<file path="config.mk">
export PLATFORM = sky130hd
export DESIGN_NAME = ufi_fifo_irq
export DESIGN_NICKNAME = d
export VERILOG_FILES = /design/src/hw/ufi_pkg.sv /design/src/hw/ufi_fifo_irq.sv
export SDC_FILE = /design/constraint.sdc
export NUM_CORES = 1
export LEC_CHECK = 0
export BUFFER_PORTS_ARGS = -buffer_cell sky130_fd_sc_hd__clkbuf_2
export CAP_MARGIN = 25
export CORE_MARGIN = 10
export CORE_UTILIZATION = 30
export DETAILED_ROUTE_END_ITERATION = 6
export PLACE_DENSITY = 0.48
export SYNTH_ARGS = -nofsm -noshare
export SYNTH_HDL_FRONTEND = slang
export SYNTH_SLANG_ARGS = --single-unit
</file>
<file path="constraint.sdc">
create_clock -name clk_sys -period 4.9 [get_ports clk_sys]
set_input_delay 0.245 -clock clk_sys [delete_from_list [all_inputs] [get_ports clk_sys]]
set_output_delay 0.245 -clock clk_sys [all_outputs]
set_load 0.005 [all_outputs]
</file>
<file path="src/hw/ufi_pkg.sv">
package ufi_pkg;

  // ----------------------------------------------------------------
  // register map (byte addresses, one word each)
  // ----------------------------------------------------------------
  localparam int ADDR_W = 8;
  localparam logic [ADDR_W-1:0] OFS_DATA = 8'h00;
  localparam logic [ADDR_W-1:0] OFS_IRQ_ENABLE = 8'h04;
  localparam logic [ADDR_W-1:0] OFS_IDENT_FIFO_CTRL = 8'h08;
  localparam logic [ADDR_W-1:0] OFS_FRAME_CFG = 8'h0c;
  localparam logic [ADDR_W-1:0] OFS_LINE_STATUS = 8'h10;
  localparam logic [ADDR_W-1:0] OFS_SCRATCH = 8'h14;

  // ----------------------------------------------------------------
  // field positions
  // ----------------------------------------------------------------
  localparam int FCR_ENABLE = 0;
  localparam int FCR_RX_CLEAR = 1;
  localparam int FCR_TX_CLEAR = 2;
  localparam int FCR_TRIG_LO = 6;
  localparam int FCR_TRIG_HI = 7;
  localparam int IER_RX = 0;
  localparam int IER_TX = 1;
  localparam int IER_LINE = 2;
  localparam int ENT_PARITY = 8;
  localparam int ENT_FRAME = 9;
  localparam int ENT_BREAK = 10;

  // ----------------------------------------------------------------
  // sizes, reset values, timing
  // ----------------------------------------------------------------
  localparam int FIFO_DEPTH = 16;
  localparam int PTR_W = 4;
  localparam int CNT_W = 5;
  localparam int ENT_W = 11;
  localparam int TMR_W = 10;
  localparam logic [CNT_W-1:0] DEPTH_FIFO = 5'h10;
  localparam logic [CNT_W-1:0] DEPTH_CHAR = 5'h01;
  localparam logic [3:0] FRAME_RESET = 4'ha;
  localparam logic [3:0] IER_RESET = 4'h0;
  localparam logic [7:0] SCRATCH_RESET = 8'h00;
  // rclk ticks per bit (16x clock) and four character times
  localparam int BIT_SHIFT = 4;
  localparam int TIMEOUT_SHIFT = 6;

  // ----------------------------------------------------------------
  // receive trigger levels and identification codes
  // ----------------------------------------------------------------
  localparam logic [CNT_W-1:0] TRIG_00 = 5'h01;
  localparam logic [CNT_W-1:0] TRIG_01 = 5'h04;
  localparam logic [CNT_W-1:0] TRIG_10 = 5'h08;
  localparam logic [CNT_W-1:0] TRIG_11 = 5'h0e;
  localparam logic [3:0] ID_NONE = 4'h1;
  localparam logic [3:0] ID_LINE = 4'h6;
  localparam logic [3:0] ID_RXDATA = 4'h4;
  localparam logic [3:0] ID_TIMEOUT = 4'hc;
  localparam logic [3:0] ID_TXEMPTY = 4'h2;

  typedef logic [ADDR_W-1:0] ufi_addr_t;
  typedef logic [31:0] ufi_word_t;
  typedef logic [7:0] ufi_byte_t;

endpackage

</file>
<file path="src/hw/ufi_fifo_irq.sv">
// Operation
// - eight-bit scratch register stores and returns software data, affects nothing else
// - receive data interrupt high while fill at or above trigger level
// - identification shows receive data exactly while fill meets trigger
// - line status code 06 wins over receive data code 04
// - data ready set on character entry, cleared only when receive fifo empty
// - timeout when fifo nonempty and over four character times idle
// - character times counted on receiver clock ticks, scaling with baud
// - active timeout cleared and timer restarted by one host read
// - inactive timer restarts on new character or host read
// - transmit empty code 02 set when empty, cleared by write or identification read
// - empty indication delayed one character less stop bit unless two bytes held
// - first transmit interrupt after fifo enable change is immediate
// - timeout and trigger share receive priority, fifo empty shares transmit priority
// - cleared enable bits give polled mode, receiver and transmitter independently
// - polled mode reports character errors as usual, identification unaffected
// - holding empty flag set whenever transmit fifo empty
// - transmitter empty flag needs transmit fifo and shift register both empty
// - receive fifo error flag set while any held character has an error
// - polled mode shows no trigger or timeout, fifos still buffer fully
// - trigger bits select 1, 4, 8 or 14 bytes
// - identification bit 3 set with bit 2 on timeout, zero without fifos
// - enable bit 0 gates receive data and timeout interrupts
//
// Implementation choices: the APB slave port and the placing of the registers.
`timescale 1ns/1ps
module ufi_fifo_irq (
  input wire logic clk_sys,
  input wire logic rst,
  input wire logic psel,
  input wire logic penable,
  input wire logic pwrite,
  input wire ufi_pkg::ufi_addr_t paddr,
  input wire ufi_pkg::ufi_word_t pwdata,
  output logic pready,
  output ufi_pkg::ufi_word_t prdata,
  output logic pslverr,
  input wire logic rclkPin,
  input wire logic rxPush,
  input wire ufi_pkg::ufi_byte_t rxByte,
  input wire logic rxParityErr,
  input wire logic rxFrameErr,
  input wire logic rxBreak,
  input wire logic txPull,
  input wire logic txShiftBusy,
  output ufi_pkg::ufi_byte_t txByte,
  output logic txAvail,
  output logic irqOut
);
  import ufi_pkg::*;

  // ----------------------------------------------------------------
  // bus decode
  // ----------------------------------------------------------------
  wire setupPh = psel & ~penable;
  wire accessPh = psel & penable;
  wire wrEn = accessPh & pwrite;
  wire rdEn = accessPh & ~pwrite;
  wire hitData = (paddr == OFS_DATA);
  wire hitIer = (paddr == OFS_IRQ_ENABLE);
  wire hitIdent = (paddr == OFS_IDENT_FIFO_CTRL);
  wire hitCfg = (paddr == OFS_FRAME_CFG);
  wire hitLsr = (paddr == OFS_LINE_STATUS);
  wire hitScr = (paddr == OFS_SCRATCH);
  wire mapped = hitData | hitIer | hitIdent | hitCfg | hitLsr | hitScr;
  wire wrData = wrEn & hitData;
  wire rdData = rdEn & hitData;
  wire wrFcr = wrEn & hitIdent;
  wire rdIdent = rdEn & hitIdent;
  wire rdLsr = rdEn & hitLsr;

  logic [7:0] scratch_r;
  logic [3:0] ier_r;
  logic fifoEn_r;
  logic [1:0] trig_r;
  logic [3:0] frame_r;
  logic prevIerTx_r;

  wire fcrChange = wrFcr & (pwdata[FCR_ENABLE] != fifoEn_r);
  wire rxClr = wrFcr & (pwdata[FCR_RX_CLEAR] | fcrChange);
  wire txClr = wrFcr & (pwdata[FCR_TX_CLEAR] | fcrChange);
  wire [CNT_W-1:0] capacity = fifoEn_r ? DEPTH_FIFO : DEPTH_CHAR;

  always_ff @(posedge clk_sys or posedge rst)
  begin
    if (rst)
    begin
      scratch_r <= SCRATCH_RESET;
      ier_r <= IER_RESET;
      fifoEn_r <= 1'b0;
      trig_r <= 2'b00;
      frame_r <= FRAME_RESET;
      prevIerTx_r <= 1'b0;
    end
    else
    begin
      prevIerTx_r <= ier_r[IER_TX];
      if (wrEn & hitScr)
        scratch_r <= pwdata[7:0];
      if (wrEn & hitIer)
        ier_r <= pwdata[3:0];
      if (wrEn & hitCfg)
        frame_r <= pwdata[3:0];
      if (wrFcr)
      begin
        fifoEn_r <= pwdata[FCR_ENABLE];
        trig_r <= {pwdata[FCR_TRIG_HI], pwdata[FCR_TRIG_LO]};
      end
    end
  end

  // ----------------------------------------------------------------
  // receiver clock sampling
  // ----------------------------------------------------------------
  logic rclkS1_r;
  logic rclkS2_r;
  logic rclkS3_r;
  always_ff @(posedge clk_sys or posedge rst)
  begin
    if (rst)
    begin
      rclkS1_r <= 1'b0;
      rclkS2_r <= 1'b0;
      rclkS3_r <= 1'b0;
    end
    else
    begin
      rclkS1_r <= rclkPin;
      rclkS2_r <= rclkS1_r;
      rclkS3_r <= rclkS2_r;
    end
  end
  wire rclkTick = rclkS2_r & ~rclkS3_r;

  // ----------------------------------------------------------------
  // receive fifo
  // ----------------------------------------------------------------
  logic [ENT_W-1:0] rxMem [FIFO_DEPTH];
  logic [PTR_W-1:0] rxWp_r;
  logic [PTR_W-1:0] rxRp_r;
  logic [CNT_W-1:0] rxCnt_r;
  logic [CNT_W-1:0] rxErrCnt_r;
  logic overrun_r;

  wire rxFull = (rxCnt_r >= capacity);
  wire rxDo = rxPush & ~rxFull & ~rxClr;
  wire rxPop = rdData & (rxCnt_r != 5'h00) & ~rxClr;
  wire [ENT_W-1:0] rxHead = rxMem[rxRp_r];
  wire inErr = rxParityErr | rxFrameErr | rxBreak;
  wire headErr = rxHead[ENT_PARITY] | rxHead[ENT_FRAME] | rxHead[ENT_BREAK];
  wire [CNT_W-1:0] rxCnt_nxt = rxCnt_r + {4'h0, rxDo} - {4'h0, rxPop};
  wire [CNT_W-1:0] rxErr_nxt = rxErrCnt_r + {4'h0, rxDo & inErr} - {4'h0, rxPop & headErr};

  always_ff @(posedge clk_sys)
  begin
    if (rxDo)
      rxMem[rxWp_r] <= {rxBreak, rxFrameErr, rxParityErr, rxByte};
  end

  always_ff @(posedge clk_sys or posedge rst)
  begin
    if (rst)
    begin
      rxWp_r <= 4'h0;
      rxRp_r <= 4'h0;
      rxCnt_r <= 5'h00;
      rxErrCnt_r <= 5'h00;
      overrun_r <= 1'b0;
    end
    else
    begin
      if (rxClr)
      begin
        rxWp_r <= 4'h0;
        rxRp_r <= 4'h0;
        rxCnt_r <= 5'h00;
        rxErrCnt_r <= 5'h00;
      end
      else
      begin
        if (rxDo)
          rxWp_r <= rxWp_r + 4'h1;
        if (rxPop)
          rxRp_r <= rxRp_r + 4'h1;
        rxCnt_r <= rxCnt_nxt;
        rxErrCnt_r <= rxErr_nxt;
      end
      // set wins over the clear by status read
      if (rxPush & rxFull)
        overrun_r <= 1'b1;
      else if (rdLsr)
        overrun_r <= 1'b0;
    end
  end

  // ----------------------------------------------------------------
  // receive interrupts and timeout
  // ----------------------------------------------------------------
  wire [CNT_W-1:0] trigLevel = (trig_r == 2'b00) ? TRIG_00 :
                               (trig_r == 2'b01) ? TRIG_01 :
                               (trig_r == 2'b10) ? TRIG_10 : TRIG_11;
  wire [CNT_W-1:0] rxLevel = fifoEn_r ? trigLevel : DEPTH_CHAR;
  wire dataReady = (rxCnt_r != 5'h00);
  wire rxDataIrq = ier_r[IER_RX] & (rxCnt_r >= rxLevel);
  wire lineIrq = ier_r[IER_LINE] & (overrun_r | (dataReady & headErr));

  logic [TMR_W-1:0] toCnt_r;
  logic toActive_r;
  wire [TMR_W-1:0] toLimit = TMR_W'(frame_r) << TIMEOUT_SHIFT;
  wire toExpired = (toCnt_r > toLimit) & dataReady & fifoEn_r;

  always_ff @(posedge clk_sys or posedge rst)
  begin
    if (rst)
    begin
      toCnt_r <= 10'h000;
      toActive_r <= 1'b0;
    end
    else if (rxClr | ~fifoEn_r)
    begin
      toCnt_r <= 10'h000;
      toActive_r <= 1'b0;
    end
    else if (toActive_r)
    begin
      if (rxPop)
      begin
        toActive_r <= 1'b0;
        toCnt_r <= 10'h000;
      end
    end
    else if (rxDo | rxPop)
      toCnt_r <= 10'h000;
    else
    begin
      if (rclkTick & (toCnt_r != 10'h3ff))
        toCnt_r <= toCnt_r + 10'h001;
      if (toExpired)
        toActive_r <= 1'b1;
    end
  end
  wire timeoutIrq = ier_r[IER_RX] & toActive_r;

  // ----------------------------------------------------------------
  // transmit fifo
  // ----------------------------------------------------------------
  logic [7:0] txMem [FIFO_DEPTH];
  logic [PTR_W-1:0] txWp_r;
  logic [PTR_W-1:0] txRp_r;
  logic [CNT_W-1:0] txCnt_r;

  wire txDo = wrData & (txCnt_r < capacity) & ~txClr;
  wire txPop = txPull & (txCnt_r != 5'h00) & ~txClr;
  wire [CNT_W-1:0] txCnt_nxt = txCnt_r + {4'h0, txDo} - {4'h0, txPop};

  always_ff @(posedge clk_sys)
  begin
    if (txDo)
      txMem[txWp_r] <= pwdata[7:0];
  end

  always_ff @(posedge clk_sys or posedge rst)
  begin
    if (rst)
    begin
      txWp_r <= 4'h0;
      txRp_r <= 4'h0;
      txCnt_r <= 5'h00;
    end
    else if (txClr)
    begin
      txWp_r <= 4'h0;
      txRp_r <= 4'h0;
      txCnt_r <= 5'h00;
    end
    else
    begin
      if (txDo)
        txWp_r <= txWp_r + 4'h1;
      if (txPop)
        txRp_r <= txRp_r + 4'h1;
      txCnt_r <= txCnt_nxt;
    end
  end
  assign txByte = txMem[txRp_r];
  assign txAvail = (txCnt_r != 5'h00);

  // ----------------------------------------------------------------
  // transmit empty indication
  // ----------------------------------------------------------------
  wire holding_empty_condition = (txCnt_r == 5'h00);
  wire txAllEmpty = holding_empty_condition & ~txShiftBusy;
  logic threD_r;
  logic twoHeld_r;
  logic skipDly_r;
  logic dlyRun_r;
  logic [TMR_W-1:0] dlyCnt_r;
  logic txPend_r;
  logic identTx_r;

  wire threRise = holding_empty_condition & ~threD_r;
  wire immediate = ~fifoEn_r | twoHeld_r | skipDly_r;
  wire [TMR_W-1:0] dlyLimit = TMR_W'(4'(frame_r - 4'h1)) << BIT_SHIFT;
  wire dlyDone = dlyRun_r & rclkTick & (dlyCnt_r >= dlyLimit);
  wire ierTxRise = ier_r[IER_TX] & ~prevIerTx_r;
  wire txSet = (threRise & immediate) | (dlyDone & holding_empty_condition) | (ierTxRise & holding_empty_condition);
  wire txClrEvt = wrData | (rdIdent & identTx_r);

  always_ff @(posedge clk_sys or posedge rst)
  begin
    if (rst)
    begin
      threD_r <= 1'b1;
      twoHeld_r <= 1'b0;
      skipDly_r <= 1'b0;
      dlyRun_r <= 1'b0;
      dlyCnt_r <= 10'h000;
      txPend_r <= 1'b0;
    end
    else
    begin
      threD_r <= holding_empty_condition;
      if (txCnt_r >= 5'h02)
        twoHeld_r <= 1'b1;
      else if (threRise)
        twoHeld_r <= 1'b0;
      if (fcrChange)
        skipDly_r <= 1'b1;
      else if (txSet)
        skipDly_r <= 1'b0;
      if (threRise & ~immediate)
      begin
        dlyRun_r <= 1'b1;
        dlyCnt_r <= 10'h000;
      end
      else if (~holding_empty_condition | dlyDone)
        dlyRun_r <= 1'b0;
      else if (dlyRun_r & rclkTick)
        dlyCnt_r <= dlyCnt_r + 10'h001;
      if (txSet)
        txPend_r <= 1'b1;
      else if (txClrEvt)
        txPend_r <= 1'b0;
    end
  end
  wire txIrq = ier_r[IER_TX] & txPend_r;

  // ----------------------------------------------------------------
  // identification, status and read data
  // ----------------------------------------------------------------
  wire [3:0] idCode = lineIrq ? ID_LINE :
                      rxDataIrq ? ID_RXDATA :
                      timeoutIrq ? ID_TIMEOUT :
                      txIrq ? ID_TXEMPTY : ID_NONE;
  wire [7:0] identVal = {fifoEn_r, fifoEn_r, 2'b00, idCode};
  wire [7:0] lsrVal = {fifoEn_r & (rxErrCnt_r != 5'h00), txAllEmpty, holding_empty_condition,
                       dataReady & rxHead[ENT_BREAK], dataReady & rxHead[ENT_FRAME],
                       dataReady & rxHead[ENT_PARITY], overrun_r, dataReady};
  wire [7:0] rdMux = hitData ? rxHead[7:0] :
                     hitIer ? {4'h0, ier_r} :
                     hitIdent ? identVal :
                     hitCfg ? {4'h0, frame_r} :
                     hitLsr ? lsrVal :
                     hitScr ? scratch_r : 8'h00;

  always_ff @(posedge clk_sys or posedge rst)
  begin
    if (rst)
    begin
      prdata <= 32'h00000000;
      pslverr <= 1'b0;
      identTx_r <= 1'b0;
      irqOut <= 1'b0;
    end
    else
    begin
      irqOut <= (idCode != ID_NONE);
      if (setupPh)
      begin
        // snapshot freezes the identification for the access
        prdata <= {24'h000000, rdMux};
        pslverr <= ~mapped;
        identTx_r <= (idCode == ID_TXEMPTY);
      end
    end
  end
  assign pready = penable;

endmodule

</file>
Word level (Yosys, flattened, before mapping)

Memories as Yosys holds them, arrays and structs flattened.
Index checks and enable logic that the tools add are counted.

Register bits: 92
Latch bits: 0
Memory bits (writable): 304
ROM bits: 0
Input port bits: 60
Output and inout bits: 44
Logic and storage cells: 217
Memories kept: 2

$add $sub $neg: 13
$mul: 0
Divide/modulo/power cells: 0
Order comparisons: 6
Eq/ne operators: 13
Shift-type cells: 0
Muxes and demuxes: 53
Bitwise logic cells: 82
Reductions and logical operators: 19

Memories:

| memory | depth | bits a word | read ports | clocked after memory_dff | write ports | line                | text |
|---|---|---|---|---|---|---|---|
| rxMem  | 16    | 11          | 1          | 0                        | 1           | ufi_fifo_irq.sv:138 | `logic [ENT_W-1:0] rxMem [FIFO_DEPTH];` |
| txMem  | 16    | 8           | 1          | 0                        | 1           | ufi_fifo_irq.sv:247 | `logic [7:0] txMem [FIFO_DEPTH];` |

Operators by type and width:

| operator              | count |
|---|---|
| $mux 10               | 8 |
| $mux 4                | 14 |
| $and 1x1->1           | 49 |
| $mux 8                | 6 |
| $add 10x1->10 const B | 2 |
| $mux 5                | 4 |
| $or 1x1->1            | 20 |
| $reduce_bool 2->1     | 10 |
| $mux 1                | 19 |
| $add 4x1->4 const B   | 4 |
| $eq 8x4->1 const B    | 2 |
| $eq 8x5->1 const B    | 2 |
| $add 5x1->5           | 3 |
| $reduce_bool 5->1     | 3 |
| $sub 5x1->5           | 3 |
| $not 1->1             | 13 |
| $ge 10x8->1           | 1 |
| $gt 10x10->1          | 1 |
| $ne 10x10->1 const B  | 1 |
| $eq 8x3->1 const B    | 1 |
| $logic_not 8->1       | 1 |
| $ge 5x2->1 const B    | 1 |
| $ge 5x4->1            | 1 |
| $ge 5x5->1            | 1 |
| other kinds (15)      | 16 |

Logic depth before layout (Yosys ltp)

Gate-level depths: netlist of run 1.

Depth in word-level cells: 12
Mapped depth: 18
Mapped depth without buffers: 17

Worst setup path after synthesis of run 1

No wires, ideal clock.

Path type: input to register
Start point: in paddr[0]
End point: reg txCnt_r[4]
Setup time: 78 ps
Data arrival time: 3423 ps
Slack: 1399 ps
Cell stages on the path: 14
Buffers on the path: 2
Path through: or4_1 -> buf_2 -> nor4_4 -> o21a_1 -> buf_1 -> nor2_1 -> ha_1 -> inv_1 -> ha_1 -> fa_1 -> a21oi_1 -> nor2_1 -> or3_1 -> a21oi_1

Word-level cells in the longest chain between the ends: 10

Ends and longest elaborated chain:

| item                   | line                                     | text |
|---|---|---|
| start: declaration     | ufi_fifo_irq.sv:33                       | `input wire ufi_pkg::ufi_addr_t paddr,` |
| $eq 8x4->1             | ufi_fifo_irq.sv:61                       | `wire hitIdent = (paddr == OFS_IDENT_FIFO_CTRL);` |
| $and 1x1->1            | ufi_fifo_irq.sv:68                       | `wire wrFcr = wrEn & hitIdent;` |
| $and 1x1->1            | ufi_fifo_irq.sv:79                       | `wire fcrChange = wrFcr & (pwdata[FCR_ENABLE] != fifoEn_r);` |
| $or 1x1->1             | ufi_fifo_irq.sv:81                       | `wire txClr = wrFcr & (pwdata[FCR_TX_CLEAR] \| fcrChange);` |
| $and 1x1->1            | ufi_fifo_irq.sv:81                       |  |
| $not 1->1              | ufi_fifo_irq.sv:252, ufi_fifo_irq.sv:253 |  |
| $and 1x1->1            | ufi_fifo_irq.sv:252                      | `wire txDo = wrData & (txCnt_r < capacity) & ~txClr;` |
| $add 5x1->5            | ufi_fifo_irq.sv:254                      | `wire [CNT_W-1:0] txCnt_nxt = txCnt_r + {4'h0, txDo} - {4'h0, txPop};` |
| $sub 5x1->5            | ufi_fifo_irq.sv:254                      |  |
| $mux 5 *               | ufi_fifo_irq.sv:270                      | `else if (txClr)` |
| end signal: assignment | ufi_fifo_irq.sv:282                      | `txCnt_r <= txCnt_nxt;` |
| end: declaration       | ufi_fifo_irq.sv:250                      | `logic [CNT_W-1:0] txCnt_r;` |

Mark *: on every way between the ends. The rest lies on a longest branch, timed or not.
A chain may end at the register's enable or synchronous reset.

Worst setup path in the final report of run 1

Start point: reg fifoEn_r
End point: reg rxCnt_r[4]

Word-level cells in the longest chain between the ends: 9

Ends and longest elaborated chain:

| item                                                               | line                | text |
|---|---|---|
| start: declaration                                                 | ufi_fifo_irq.sv:74  | `logic fifoEn_r;` |
| start signal: assignment                                           | ufi_fifo_irq.sv:106 | `fifoEn_r <= pwdata[FCR_ENABLE];` |
| parallel branches: the longest is 8 deep, another holds $ge 5x5->1 | n/a                 |  |
| $mux 5 *                                                           | ufi_fifo_irq.sv:172 | `if (rxClr)` |
| end signal: assignment                                             | ufi_fifo_irq.sv:185 | `rxCnt_r <= rxCnt_nxt;` |
| end: declaration                                                   | ufi_fifo_irq.sv:141 | `logic [CNT_W-1:0] rxCnt_r;` |

Mark *: on every way between the ends.

==> metrics.md, run 1 <==
| Metric | Value |
|---|---|
| Status | `completed` |
| Initial DRC Count | `a little under 600` |
| RSZ-0062 raised after global routing | `false` |
| Post-Route WL | `~41 mm` |
| EDFF count, synth | `a little over 300` |
| Unique masters post-synth | `76` |
| Storage cell area | `11400 sq um` |
| Met2 usage | `between 10% and 20%` |
| Total grt overflow | `0` |
| Synth-to-Final Area Change | `14.8%` |
| Clock latency at the later pin of the worst-skew pair | `between 0.5 and 0.6 ns` |
| Clk sinks | `approximately 400` |
| Slew Limit Headroom | `approximately 32%` |
| Worst VDD drop | `309 uV` |
| Area of the multi-input gates | `approximately 5600 sq um` |
| Tmin final | `around 3.8 ns` |
| I/O Buffers | `55` |
| Largest net degree at the start of global routing | `between 60 and 70` |
| RePlAce Congestion | `around 0.82` |
| Num CTS Buffers | `44` |
| Tot GR Track Use | `12.0%` |
| Syn avg cell area | `roughly 16 sq um` |
| Final Max Tran Viols | `0` |
| Die H | `about 260 microns` |
| GR Util met1 | `16.0%` |
| Critical-path maximum fanout | `12` |
| Setup WS pre-CTS | `a little over 0.7 ns` |
| Core Region | `approximately 58000 sq um` |
| Yosys top cell area share | `52.2%` |
| Kind of start point of the critical path | `flop` |
| Die Span X | `about 260 microns` |
| CTS tree | `built` |
| Gate Count Post-Synth | `1107` |
| Vias in the first global route | `~10000` |
| Drt first pass iters | `5` |
| Crit path required time | `5.38 ns` |
| Synth Flop Type | `edfxtp_1` |
| CP Capture Type | `flop` |
| Sequential fraction of the synthesis area | `between 60% and 70%` |
| First-pass GRT wire length | `about 63 mm` |
| Pwr/cell area | `456 nW/um^2` |
| Slew @ Worst Pin | `about 1.0 ns` |
| Switching portion of total power | `around 27%` |
| Final Hold Viols | `0` |
| CTS Buffer Depth | `3` |
| Dpl hpwl | `27.1 mm` |
| Sequential power share | `45.2%` |
| Fmax | `between 200 and 300 MHz` |
| DR vias/cell | `approximately 4.8` |
| DR WL/cell | `slightly above 20 microns` |
| DIE AREA | `a little under 70000 sq um` |
| Ratio of final minimum period to clock period | `slightly below 80%` |
| Clock share of power | `36.2%` |
| Post-CTS sizing | `0` |
| Arrival @ worst endpoint | `4.26 ns` |
| # IOs | `roughly 100` |
| Via count | `around 9500` |
| Clock Root Buffer | `clkbuf_16` |
| Filler cells | `approximately 5600` |
| Sw power | `approximately 0.0025 W` |
| Final nets | `between 1000 and 1500` |
| Total design power | `roughly 0.009 W` |
| Leak Pwr | `7.19 nW` |
| Most Crowded Layer GR | `met2` |
| Mapped cell area | `~17000 sq um` |
| Area contributors post-synth | `edfxtp_1, dfrtp_1, mux4_2` |
| Max cap viols | `0` |
| CTS clk-pin slew, worst paths | `about 0.06 ns` |
| Crit Path Class | `flop to flop` |
| Share of total power in combinational logic | `18.6%` |
| Initial antenna violation count | `1` |
| Top cells by count, synth | `edfxtp_1, dfrtp_1, mux4_2, nor2_1` |
| Synth area leader | `edfxtp_1` |
| DRC viols | `0` |
| Setup-failing EPs final | `0` |
| FP Rows | `88` |
| GR Util met3 | `2.17%` |
| Async set-or-reset flop fraction in the synthesized netlist | `23.2%` |
| Count leader, synth | `edfxtp_1` |
| Clock Skew | `0.0212 ns` |
| Synth Warn # | `0` |
| H-tree depth | `2` |
| Routed Antenna Nets | `0` |
| Layout cell share with drive strength beyond 1 | `between 20% and 30%` |
| Fin Setup TNS | `0 ns` |
| P_int | `0.00664 W` |
| Hold Path Class | `primary input to flop` |
| Synthesized flop and latch total | `396` |
| Initial Util | `between 30% and 40%` |
| Worst Slack Setup Final | `1.11 ns` |
| Postcts setup bufs | `0` |
repair_timing:
item	4_1_cts	5_1_grt
hold buffers	3	0
endpoints found under the hold margin	59	0
endpoints found under the setup margin	0	0
cell usage in the layout (no fill, tap or decap), types with 24 or more instances in the layout:
| cell type | instances |
|---|---|
| nor2_1 | 53 |
| a21oi_1 | 31 |
| o21ai_0 | 43 |
| clkbuf_16 | 45 |
| clkbuf_2 | 55 |
| and2_1 | 30 |
| edfxtp_1 | 304 |
| ha_1 | 54 |
| mux4_2 | 88 |
| dfrtp_1 | 86 |
| nand2_1 | 50 |
| inv_1 | 53 |
| conb_1 | 24 |
critical path, cell delays in order (launching register included):
cell and delay (ns):
dfrtp_1 0.61, inv_1 0.26, ha_1 0.34, inv_1 0.05, o2111ai_1 0.11, a21oi_1 0.32
and3_1 0.27, inv_2 0.11, ha_1 0.29, ha_1 0.21, fa_1 0.41, a21oi_1 0.16
nor2_1 0.06, or3_1 0.34, a21oi_1 0.14
layer usage:
layer	wire [microns]	up-vias
met2	20000	154
li1	-	4372
met1	18500	4891
met3	1480	52
met5	0	-
met4	754	0
logic make-up after synthesis:
kind of cell	Yosys count	share of synthesized area, %
AOI/OAI and AO/OA	135	4.83
xor gates and xnor gates	23	1.15
adders and majority gates	57	4.21
buffers and inverters	120	3.46
DFF	396	65.4
muxes	110	12.7
other	1	0.0215
and+or+nand+nor	265	8.19
power by group through the flow:
stage	Combinational [W]	Sequential (W)	Clock [W]
6_report	0.00171	0.00414	0.00332
5_1_grt	0.00191	0.00419	0.00354
4_1_cts	0.00175	0.00415	0.00341
3_5_place_dp	0.00174	0.00422	0
3_3_place_gp	0.00172	0.00422	0
2_1_floorplan	0.00135	0.00402	0
worst paths after layout:
kind	startpoint	endpoint	depth (start not counted)	slack [ns]
worst max-delay path	fifoEn_r$_DFFE_PP0P_	rxCnt_r[4]$_DFF_PP0_	14	1.11
worst min-delay path	rxPush	overrun_r$_DFFE_PP0P_	3	0.03
min in group asynchronous	rst	rclkS1_r$_DFF_PP0_	3	0.38
max in group asynchronous	rst	threD_r$_DFF_PP1_	4	3.54
worst min register to register	rclkS1_r$_DFF_PP0_	rclkS2_r$_DFF_PP0_	0	0.36
worst max register to register	fifoEn_r$_DFFE_PP0P_	rxCnt_r[4]$_DFF_PP0_	14	1.11
registers in the layout, summed over array words and instances (netlist names), 2 cells and up:
name and flops:
txCnt_r 5, txRp_r 4, txMem 128, rxCnt_r 5, prdata 8, txWp_r 4
rxWp_r 4, frame_r 4, toCnt_r 10, ier_r 4, rxErrCnt_r 5, rxMem 176
trig_r 2, rxRp_r 4, dlyCnt_r 10, scratch_r 8
cell type report:
type	count	area share (%)
multi-input combinational	614	27.7
tap	765	4.77
sequential	396	57.0
antenna	1	0.0125
clock buffer	56	6.02
timing repair buffer	78	2.26
inverter	55	1.04
clock inverter	24	1.19
metrics by stage:
step	instances	hold slack (ns)	cell area (sq um)	utilization [%]
6_report	1989	0.0308	20100	34.8
5_1_grt	1989	0.0550	20100	34.8
4_1_cts	1988	0.0130	20100	34.8
3_5_place_dp	1905	0.338	18600	32.2
3_3_place_gp	1903	0.341	18600	32.2
2_1_floorplan	1130	0.276	17600	-
Power figures use the tool's default switching activity.
==> inputs of run 2 (changes only) <==
==> constraint.sdc (replaced) <==
create_clock -name clk_sys -period 3.55 [get_ports clk_sys]
set_input_delay 0.1775 -clock clk_sys [delete_from_list [all_inputs] [get_ports clk_sys]]
set_output_delay 0.1775 -clock clk_sys [all_outputs]
set_load 0.005 [all_outputs]
==> metrics.md, run 2 (synthesized netlist as in run 1, its figures left out) <==
| Metric | Value |
|---|---|
| Status | `completed` |
| Clock Root Buffer | `clkbuf_16` |
| Hold Startpoint | `rxByte[0]` |
| First-pass GRT wire length | `64.7 mm (+3.4%)` |
| P_int | `0.00924 W (+39%)` |
| Total design power | `0.0128 W (+40%)` |
| FP Rows | `88 (unchanged)` |
| Hold Path Class | `primary input to flop` |
| Fmax | `305 MHz (+15%)` |
| Tot GR Track Use | `12.4% (+0.45 points)` |
| Post-Route WL | `42.1 mm (+3.5%)` |
| CTS clk-pin slew, worst paths | `0.06 ns (about the same)` |
| DR WL/cell | `20.6 microns (+0.68%)` |
| Tmin final | `3.28 ns (-0.503 ns)` |
| Synth-to-Final Area Change | `17.8%` |
| Max cap viols | `0 (unchanged)` |
| Slew @ Worst Pin | `0.644 ns (-0.364 ns)` |
| Dpl hpwl | `28.2 mm (+4.4%)` |
| Largest net degree at the start of global routing | `40 (-34%)` |
| RSZ-0062 raised after global routing | `false` |
| R2r startpoint | `rxRp_r[0]$_DFFE_PP0P_` |
| Worst R2R Setup Slack | `0.27 ns (-0.85 ns)` |
| CTS Buffer Depth | `3 (unchanged)` |
| Routed Antenna Nets | `0 (unchanged)` |
| Final Util | `35.7% (+0.92 points)` |
| Largest reg by FF count | `rxMem` |
| Layout cell share with drive strength beyond 1 | `25.2% (+2.6 points)` |
| Clk sinks | `396 (unchanged)` |
| CTS tree | `built` |
| Final cell count without fillers | `2044 (+2.8%)` |
| Vias in the first global route | `10300 (+4.3%)` |
| Worst VDD drop | `378 uV (+22%)` |
| Die Span X | `261 microns (unchanged)` |
| Final Max Tran Viols | `0 (unchanged)` |
| Biggest regs | `rxMem (176), txMem (128)` |
| CP Capture Type | `flop` |
| # IOs | `104 (unchanged)` |
| Reg-to-reg endpoint | `rxErrCnt_r[4]$_DFF_PP0_` |
| Postcts setup bufs | `0 (unchanged)` |
| Slew Limit Headroom | `56.8% (+25 points)` |
| Core Region | `57700 sq um (unchanged)` |
| Die H | `261 microns (unchanged)` |
| Pwr/cell area | `621 nW/um^2 (+36%)` |
| Initial antenna violation count | `1 (unchanged)` |
| Initial Util | `30.3% (unchanged)` |
| Most frequent cells in the layout | `edfxtp_1, mux4_2, dfrtp_1` |
| Kind of start point of the critical path | `flop` |
| Max reg flops | `176 (unchanged)` |
| Fin Setup TNS | `0 ns (unchanged)` |
| RePlAce Congestion | `0.828 (+1.1%)` |
| Filler cells | `5546 (-0.23%)` |
| Clock share of power | `36.1% (about the same)` |
| Ratio of final minimum period to clock period | `92.5% (+15 points)` |
| Setup-failing EPs final | `0 (unchanged)` |
| Drt first pass iters | `5 (unchanged)` |
| Hold depth | `1 (-2)` |
| Via count | `9640 (+1.8%)` |
| Reg2reg path depth | `15 (+1)` |
| Switching portion of total power | `27.8% (+0.28 points)` |
| Sequential power share | `43.7% (-1.5 points)` |
| Area of the multi-input gates | `5560 sq um (-0.11%)` |
| DRC viols | `0 (unchanged)` |
| DIE AREA | `68300 sq um (unchanged)` |
| # diodes | `0 (-1)` |
| Min-Delay Endpoint | `rxMem[12][0]$_DFFE_PP_` |
| Initial DRC Count | `696 (+19%)` |
| Placed insts | `1955 (+2.6%)` |
| Sw power | `0.00355 W (+41%)` |
| Arrival @ worst endpoint | `3.76 ns (-0.50 ns)` |
| DR vias/cell | `4.72 (-0.93%)` |
| Num CTS Buffers | `44 (unchanged)` |
| Total grt overflow | `0 (unchanged)` |
| Clock Skew | `0.0407 ns (+0.0195 ns)` |
| Final Hold Viols | `0 (unchanged)` |
| I/O Buffers | `55 (unchanged)` |
| Final nets | `1365 (+4.5%)` |
| Storage cell area | `11400 sq um (about the same)` |
| Crit path required time | `4.03 ns (-1.35 ns)` |
| Most common cell after layout, fill and taps aside | `edfxtp_1` |
| Crit Path Class | `flop to flop` |
| Share of total power in combinational logic | `20.2% (+1.6 points)` |
| Clock latency at the later pin of the worst-skew pair | `0.59 ns (about the same)` |
| H-tree depth | `2 (unchanged)` |
| Critical-path maximum fanout | `10 (-2)` |
| Leak Pwr | `7.49 nW (+4.2%)` |
==> run 2: repair_timing <==
item	4_1_cts	5_1_grt
resized for setup	0	2
endpoints found under the hold margin	117	0
endpoints found under the setup margin	0	2
hold buffers	12	0
==> run 2: how the worst max path moves through the flow <==
stage,from,end,slack (ns),cells past startpoint
2_1_floorplan,paddr[0],txCnt_r[4]$_DFF_PP0_,0.12,14
3_3_place_gp,paddr[0],rxCnt_r[4]$_DFF_PP0_,0.16,13
3_5_place_dp,paddr[0],rxCnt_r[4]$_DFF_PP0_,0.06,13
4_1_cts,rxRp_r[0]$_DFFE_PP0P_,rxErrCnt_r[4]$_DFF_PP0_,0.19,15
5_1_grt,rxRp_r[0]$_DFFE_PP0P_,rxErrCnt_r[4]$_DFF_PP0_,0.03,15
6_report,rxRp_r[0]$_DFFE_PP0P_,rxErrCnt_r[4]$_DFF_PP0_,0.27,15
==> run 2: stage by stage <==
step | hold slack, ns | area [sq um] | worst slack [ns]
finish | 0.0346 | 20600 | 0.266
global route | 0.0319 | 20600 | 0.0270
CTS | 0.00425 | 20600 | 0.192
detailed placement | 0.273 | 19000 | 0.0582
global placement | 0.264 | 19000 | 0.161
floorplan | 0.209 | 17600 | 0.116
==> run 2: cell type report <==
type / count / share of cell area, %
inverter: 55 / 1.01
multi-input combinational: 614 / 27.0
sequential: 396 / 55.5
clock inverter: 22 / 1.26
tap: 765 / 4.65
timing repair buffer: 137 / 4.77
clock buffer: 55 / 5.79
==> run 2: power by group through the flow <==
stage / clock [W] / sequential, W / combinational (W)
finish: 0.00462 / 0.00559 / 0.00258
global route: 0.00494 / 0.00563 / 0.00292
CTS: 0.00475 / 0.00559 / 0.00265
detailed placement: 0 / 0.00569 / 0.00263
global placement: 0 / 0.00568 / 0.00260
floorplan: 0 / 0.00555 / 0.00186
==> run 2: worst max-delay path: stages (launching register included) <==
cell and delay, ns:
dfrtp_4 0.54, mux4_2 0.54, a22oi_1 0.21, o31a_1 0.22, and2_1 0.16, a21oi_1 0.07
ha_1 0.29, inv_1 0.04, ha_1 0.18, inv_1 0.07, fa_1 0.18, inv_1 0.04
a21oi_1 0.12, nor2_1 0.06, or3_1 0.33, a21oi_1 0.15
==> run 2: layer usage <==
metal,global-route usage (%),part of all wire (%),routed length [microns],up-vias
met5,0,0.031,13,-
li1,-,-,-,4479
met1,16.0,44,18700,4909
met3,2.36,3.8,1610,75
met2,20.9,49,20700,175
met4,3.89,2.6,1090,2
==> inputs of run 3 (changes only) <==
--- a/config.mk
+++ b/config.mk
@@ -8,9 +8,10 @@
 export BUFFER_PORTS_ARGS = -buffer_cell sky130_fd_sc_hd__clkbuf_2
 export CAP_MARGIN = 25
 export CORE_MARGIN = 10
-export CORE_UTILIZATION = 30
+export CORE_UTILIZATION = 60
+export CTS_BUF_LIST = sky130_fd_sc_hd__clkbuf_2 sky130_fd_sc_hd__clkbuf_4 sky130_fd_sc_hd__clkbuf_8
 export DETAILED_ROUTE_END_ITERATION = 6
-export PLACE_DENSITY = 0.48
+export PLACE_DENSITY = 0.82
 export SYNTH_ARGS = -nofsm -noshare
 export SYNTH_HDL_FRONTEND = slang
 export SYNTH_SLANG_ARGS = --single-unit
==> constraint.sdc (replaced) <==
create_clock -name clk_sys -period 3.55 [get_ports clk_sys]
set_input_delay 0.71 -clock clk_sys [delete_from_list [all_inputs] [get_ports clk_sys]]
set_output_delay 0.71 -clock clk_sys [all_outputs]
set_load 0.005 [all_outputs]
==> metrics.md, run 3 (synthesized netlist as in run 1, its figures left out) <==
| Metric | Value |
|---|---|
| Status | `completed` |
| Switching portion of total power | `28.2% (+0.40 points)` |
| Final Max Tran Viols | `0 (unchanged)` |
| Largest net degree at the start of global routing | `65 (+63%)` |
| Sequential power share | `46.9% (+3.2 points)` |
| Clock Skew | `0.0686 ns (+0.0279 ns)` |
| Vias in the first global route | `10700 (+3.1%)` |
| R2r startpoint | `rxRp_r[0]$_DFFE_PP0P_` |
| Max cap viols | `0 (unchanged)` |
| Via count | `10100 (+4.6%)` |
| Clock Root Buffer | `clkbuf_8` |
| Critical path launch point | `rxRp_r[0]$_DFFE_PP0P_` |
| Slew @ Worst Pin | `0.826 ns (+0.182 ns)` |
| Die H | `191 microns (-27%)` |
| Die Span X | `191 microns (-27%)` |
| Total design power | `0.0119 W (-6.6%)` |
| Reg-to-reg endpoint | `rxErrCnt_r[4]$_DFF_PP0_` |
| Largest reg by FF count | `rxMem` |
| Initial antenna violation count | `0 (-1)` |
| Final Hold Viols | `0 (unchanged)` |
| Hold Path Class | `primary input to flop` |
| Clock share of power | `31.3% (-4.8 points)` |
| P_int | `0.00858 W (-7.1%)` |
| DR WL/cell | `22.3 microns (+8.4%)` |
| CP Capture Type | `flop` |
| Placed insts | `1558 (-20%)` |
| Filler cells | `1821 (-67%)` |
| Sw power | `0.00336 W (-5.3%)` |
| Final nets | `1364 (-0.073%)` |
| CTS clk-pin slew, worst paths | `0.06 ns (about the same)` |
| Arrival @ worst endpoint | `3.94 ns (+0.18 ns)` |
| Initial Util | `60.9% (+31 points)` |
| # diodes | `0 (unchanged)` |
| Clk sinks | `396 (unchanged)` |
| Crit path required time | `4.04 ns (about the same)` |
| Reg2reg path depth | `16 (+1)` |
| RePlAce Congestion | `0.905 (+9.4%)` |
| Drt first pass iters | `5 (unchanged)` |
| Setup WS pre-CTS | `-0.137 ns (-0.195 ns)` |
| Slew Limit Headroom | `44.9% (-12 points)` |
| Ratio of final minimum period to clock period | `97.1% (+4.6 points)` |
| Core Region | `28700 sq um (-50%)` |
| Tmin final | `3.45 ns (+0.163 ns)` |
| I/O Buffers | `55 (unchanged)` |
| DIE AREA | `36400 sq um (-47%)` |
| Initial DRC Count | `1007 (+45%)` |
| First-pass GRT wire length | `58.7 mm (-9.2%)` |
| FP Rows | `62 (-30%)` |
| DR vias/cell | `6.00 (+27%)` |
| CTS Buffer Depth | `3 (unchanged)` |
| Critical path destination | `rxErrCnt_r[4]$_DFF_PP0_` |
| Clock latency at the later pin of the worst-skew pair | `0.64 ns (+0.05 ns)` |
| Crit Path Class | `flop to flop` |
| Worst VDD drop | `458 uV (+21%)` |
| Num CTS Buffers | `61 (+39%)` |
| Routed Antenna Nets | `0 (unchanged)` |
| Worst R2R Setup Slack | `0.10 ns (-0.16 ns)` |
| Fin Setup TNS | `0 ns (unchanged)` |
| Most common cell after layout, fill and taps aside | `edfxtp_1` |
| Hold Startpoint | `rclkPin` |
| Fmax | `290 MHz (-4.7%)` |
| Max reg flops | `176 (unchanged)` |
| Most frequent cells in the layout | `edfxtp_1, mux4_2, dfrtp_1` |
| Area of the multi-input gates | `5610 sq um (+0.92%)` |
| Leak Pwr | `7.36 nW (-1.8%)` |
| Pwr/cell area | `604 nW/um^2 (-2.6%)` |
| Layout cell share with drive strength beyond 1 | `28.6% (+3.4 points)` |
| Setup-failing EPs final | `0 (unchanged)` |
| Worst Hold Slack | `0.210 ns (+0.175 ns)` |
| Post-Route WL | `37.5 mm (-11%)` |
| Synth-to-Final Area Change | `13.0%` |
| Hold buffer count at cts | `0 (-12)` |
| DRC viols | `0 (unchanged)` |
| CTS tree | `built` |
| Critical-path maximum fanout | `5 (-5)` |
| Total grt overflow | `0 (unchanged)` |
| Dpl hpwl | `25.3 mm (-10%)` |
| H-tree depth | `2 (unchanged)` |
| Tot GR Track Use | `20.7% (+8.3 points)` |
| Share of total power in combinational logic | `21.8% (+1.6 points)` |
| Worst Slack Setup Final | `0.103 ns (-0.163 ns)` |
| Kind of start point of the critical path | `flop` |
| # IOs | `104 (unchanged)` |
| Biggest regs | `rxMem (176), txMem (128)` |
| Storage cell area | `11400 sq um (about the same)` |
| Final cell count without fillers | `1681 (-18%)` |
[run 3: cell types whose count changed in the layout (fill, tap and decap cells not counted), moves of 3 or more]
| cell | delta |
|---|---|
| ha_1 | -4 |
| clkbuf_16 | -45 |
| bufinv_16 | -4 |
| clkbuf_4 | +25 |
| buf_12 | -3 |
| fa_1 | -3 |
| dlygate4sd3_1 | -12 |
| fa_2 | +3 |
| clkbuf_1 | -7 |
| clkinv_2 | +6 |
| buf_4 | -4 |
| clkbuf_8 | +63 |
[run 3: what timing repair did]
action | in CTS | in global routing
gates cloned | 0 | 0
buffers inserted | 0 | 10
resized for setup | 2 | 2
pin swaps | 0 | 0
endpoints found under the setup margin | 1 | 1
[run 3: final cells by class]
cell class | instances | area share [%]
multi-input combinational | 614 | 28.4
sequential | 396 | 57.9
clock buffer | 91 | 5.55
timing repair buffer | 119 | 3.97
inverter | 55 | 1.07
clock inverter | 22 | 0.696
tap | 384 | 2.43
[run 3: per-layer routing]
metal | up-vias | GRT usage, % | share of wire (%) | wire length (microns)
met4 | 0 | 7.78 | 3.0 | 1140
met5 | - | 0 | 0 | 0
met2 | 434 | 35.6 | 52 | 19400
met1 | 5070 | 25.8 | 38 | 14400
li1 | 4487 | - | - | -
met3 | 88 | 3.58 | 7.0 | 2630
[run 3: power by group through the flow]
stage                     Clock [W]  Combinational [W]  Sequential, W
after global placement            0            0.00247        0.00566
final                       0.00374            0.00260        0.00560
after detailed placement          0            0.00259        0.00569
after global routing        0.00403            0.00290        0.00563
after floorplan                   0            0.00191        0.00555
after CTS                   0.00381            0.00261        0.00560
[run 3: through the flow]
step                      utilization (%)  cell area, sq um
final                                68.9             19800
after global routing                 68.9             19800
after CTS                            68.5             19700
after detailed placement             64.2             18400
after global placement               64.2             18400
after floorplan                         -             17600
[run 3: worst min-delay path by stage]
stage,slack [ns],to,cells after the start
after global placement,0.34,rclkS2_r$_DFF_PP0_,0
final,0.21,rclkS1_r$_DFF_PP0_,1
after CTS,0.19,rclkS1_r$_DFF_PP0_,1
after global routing,0.17,rclkS1_r$_DFF_PP0_,1
after detailed placement,0.34,rclkS2_r$_DFF_PP0_,0
after floorplan,0.33,rclkS2_r$_DFF_PP0_,0
[run 3: critical path: stages, from the launching register on]
cell	delay, ns
dfrtp_4	0.48
buf_12	0.13
mux4_2	0.48
a22oi_1	0.28
o31a_1	0.24
and2_1	0.17
a21oi_1	0.09
ha_1	0.29
inv_1	0.04
ha_2	0.17
inv_2	0.06
fa_2	0.19
inv_1	0.04
a21oi_1	0.13
nor2_1	0.07
or3_1	0.33
a21oi_1	0.14
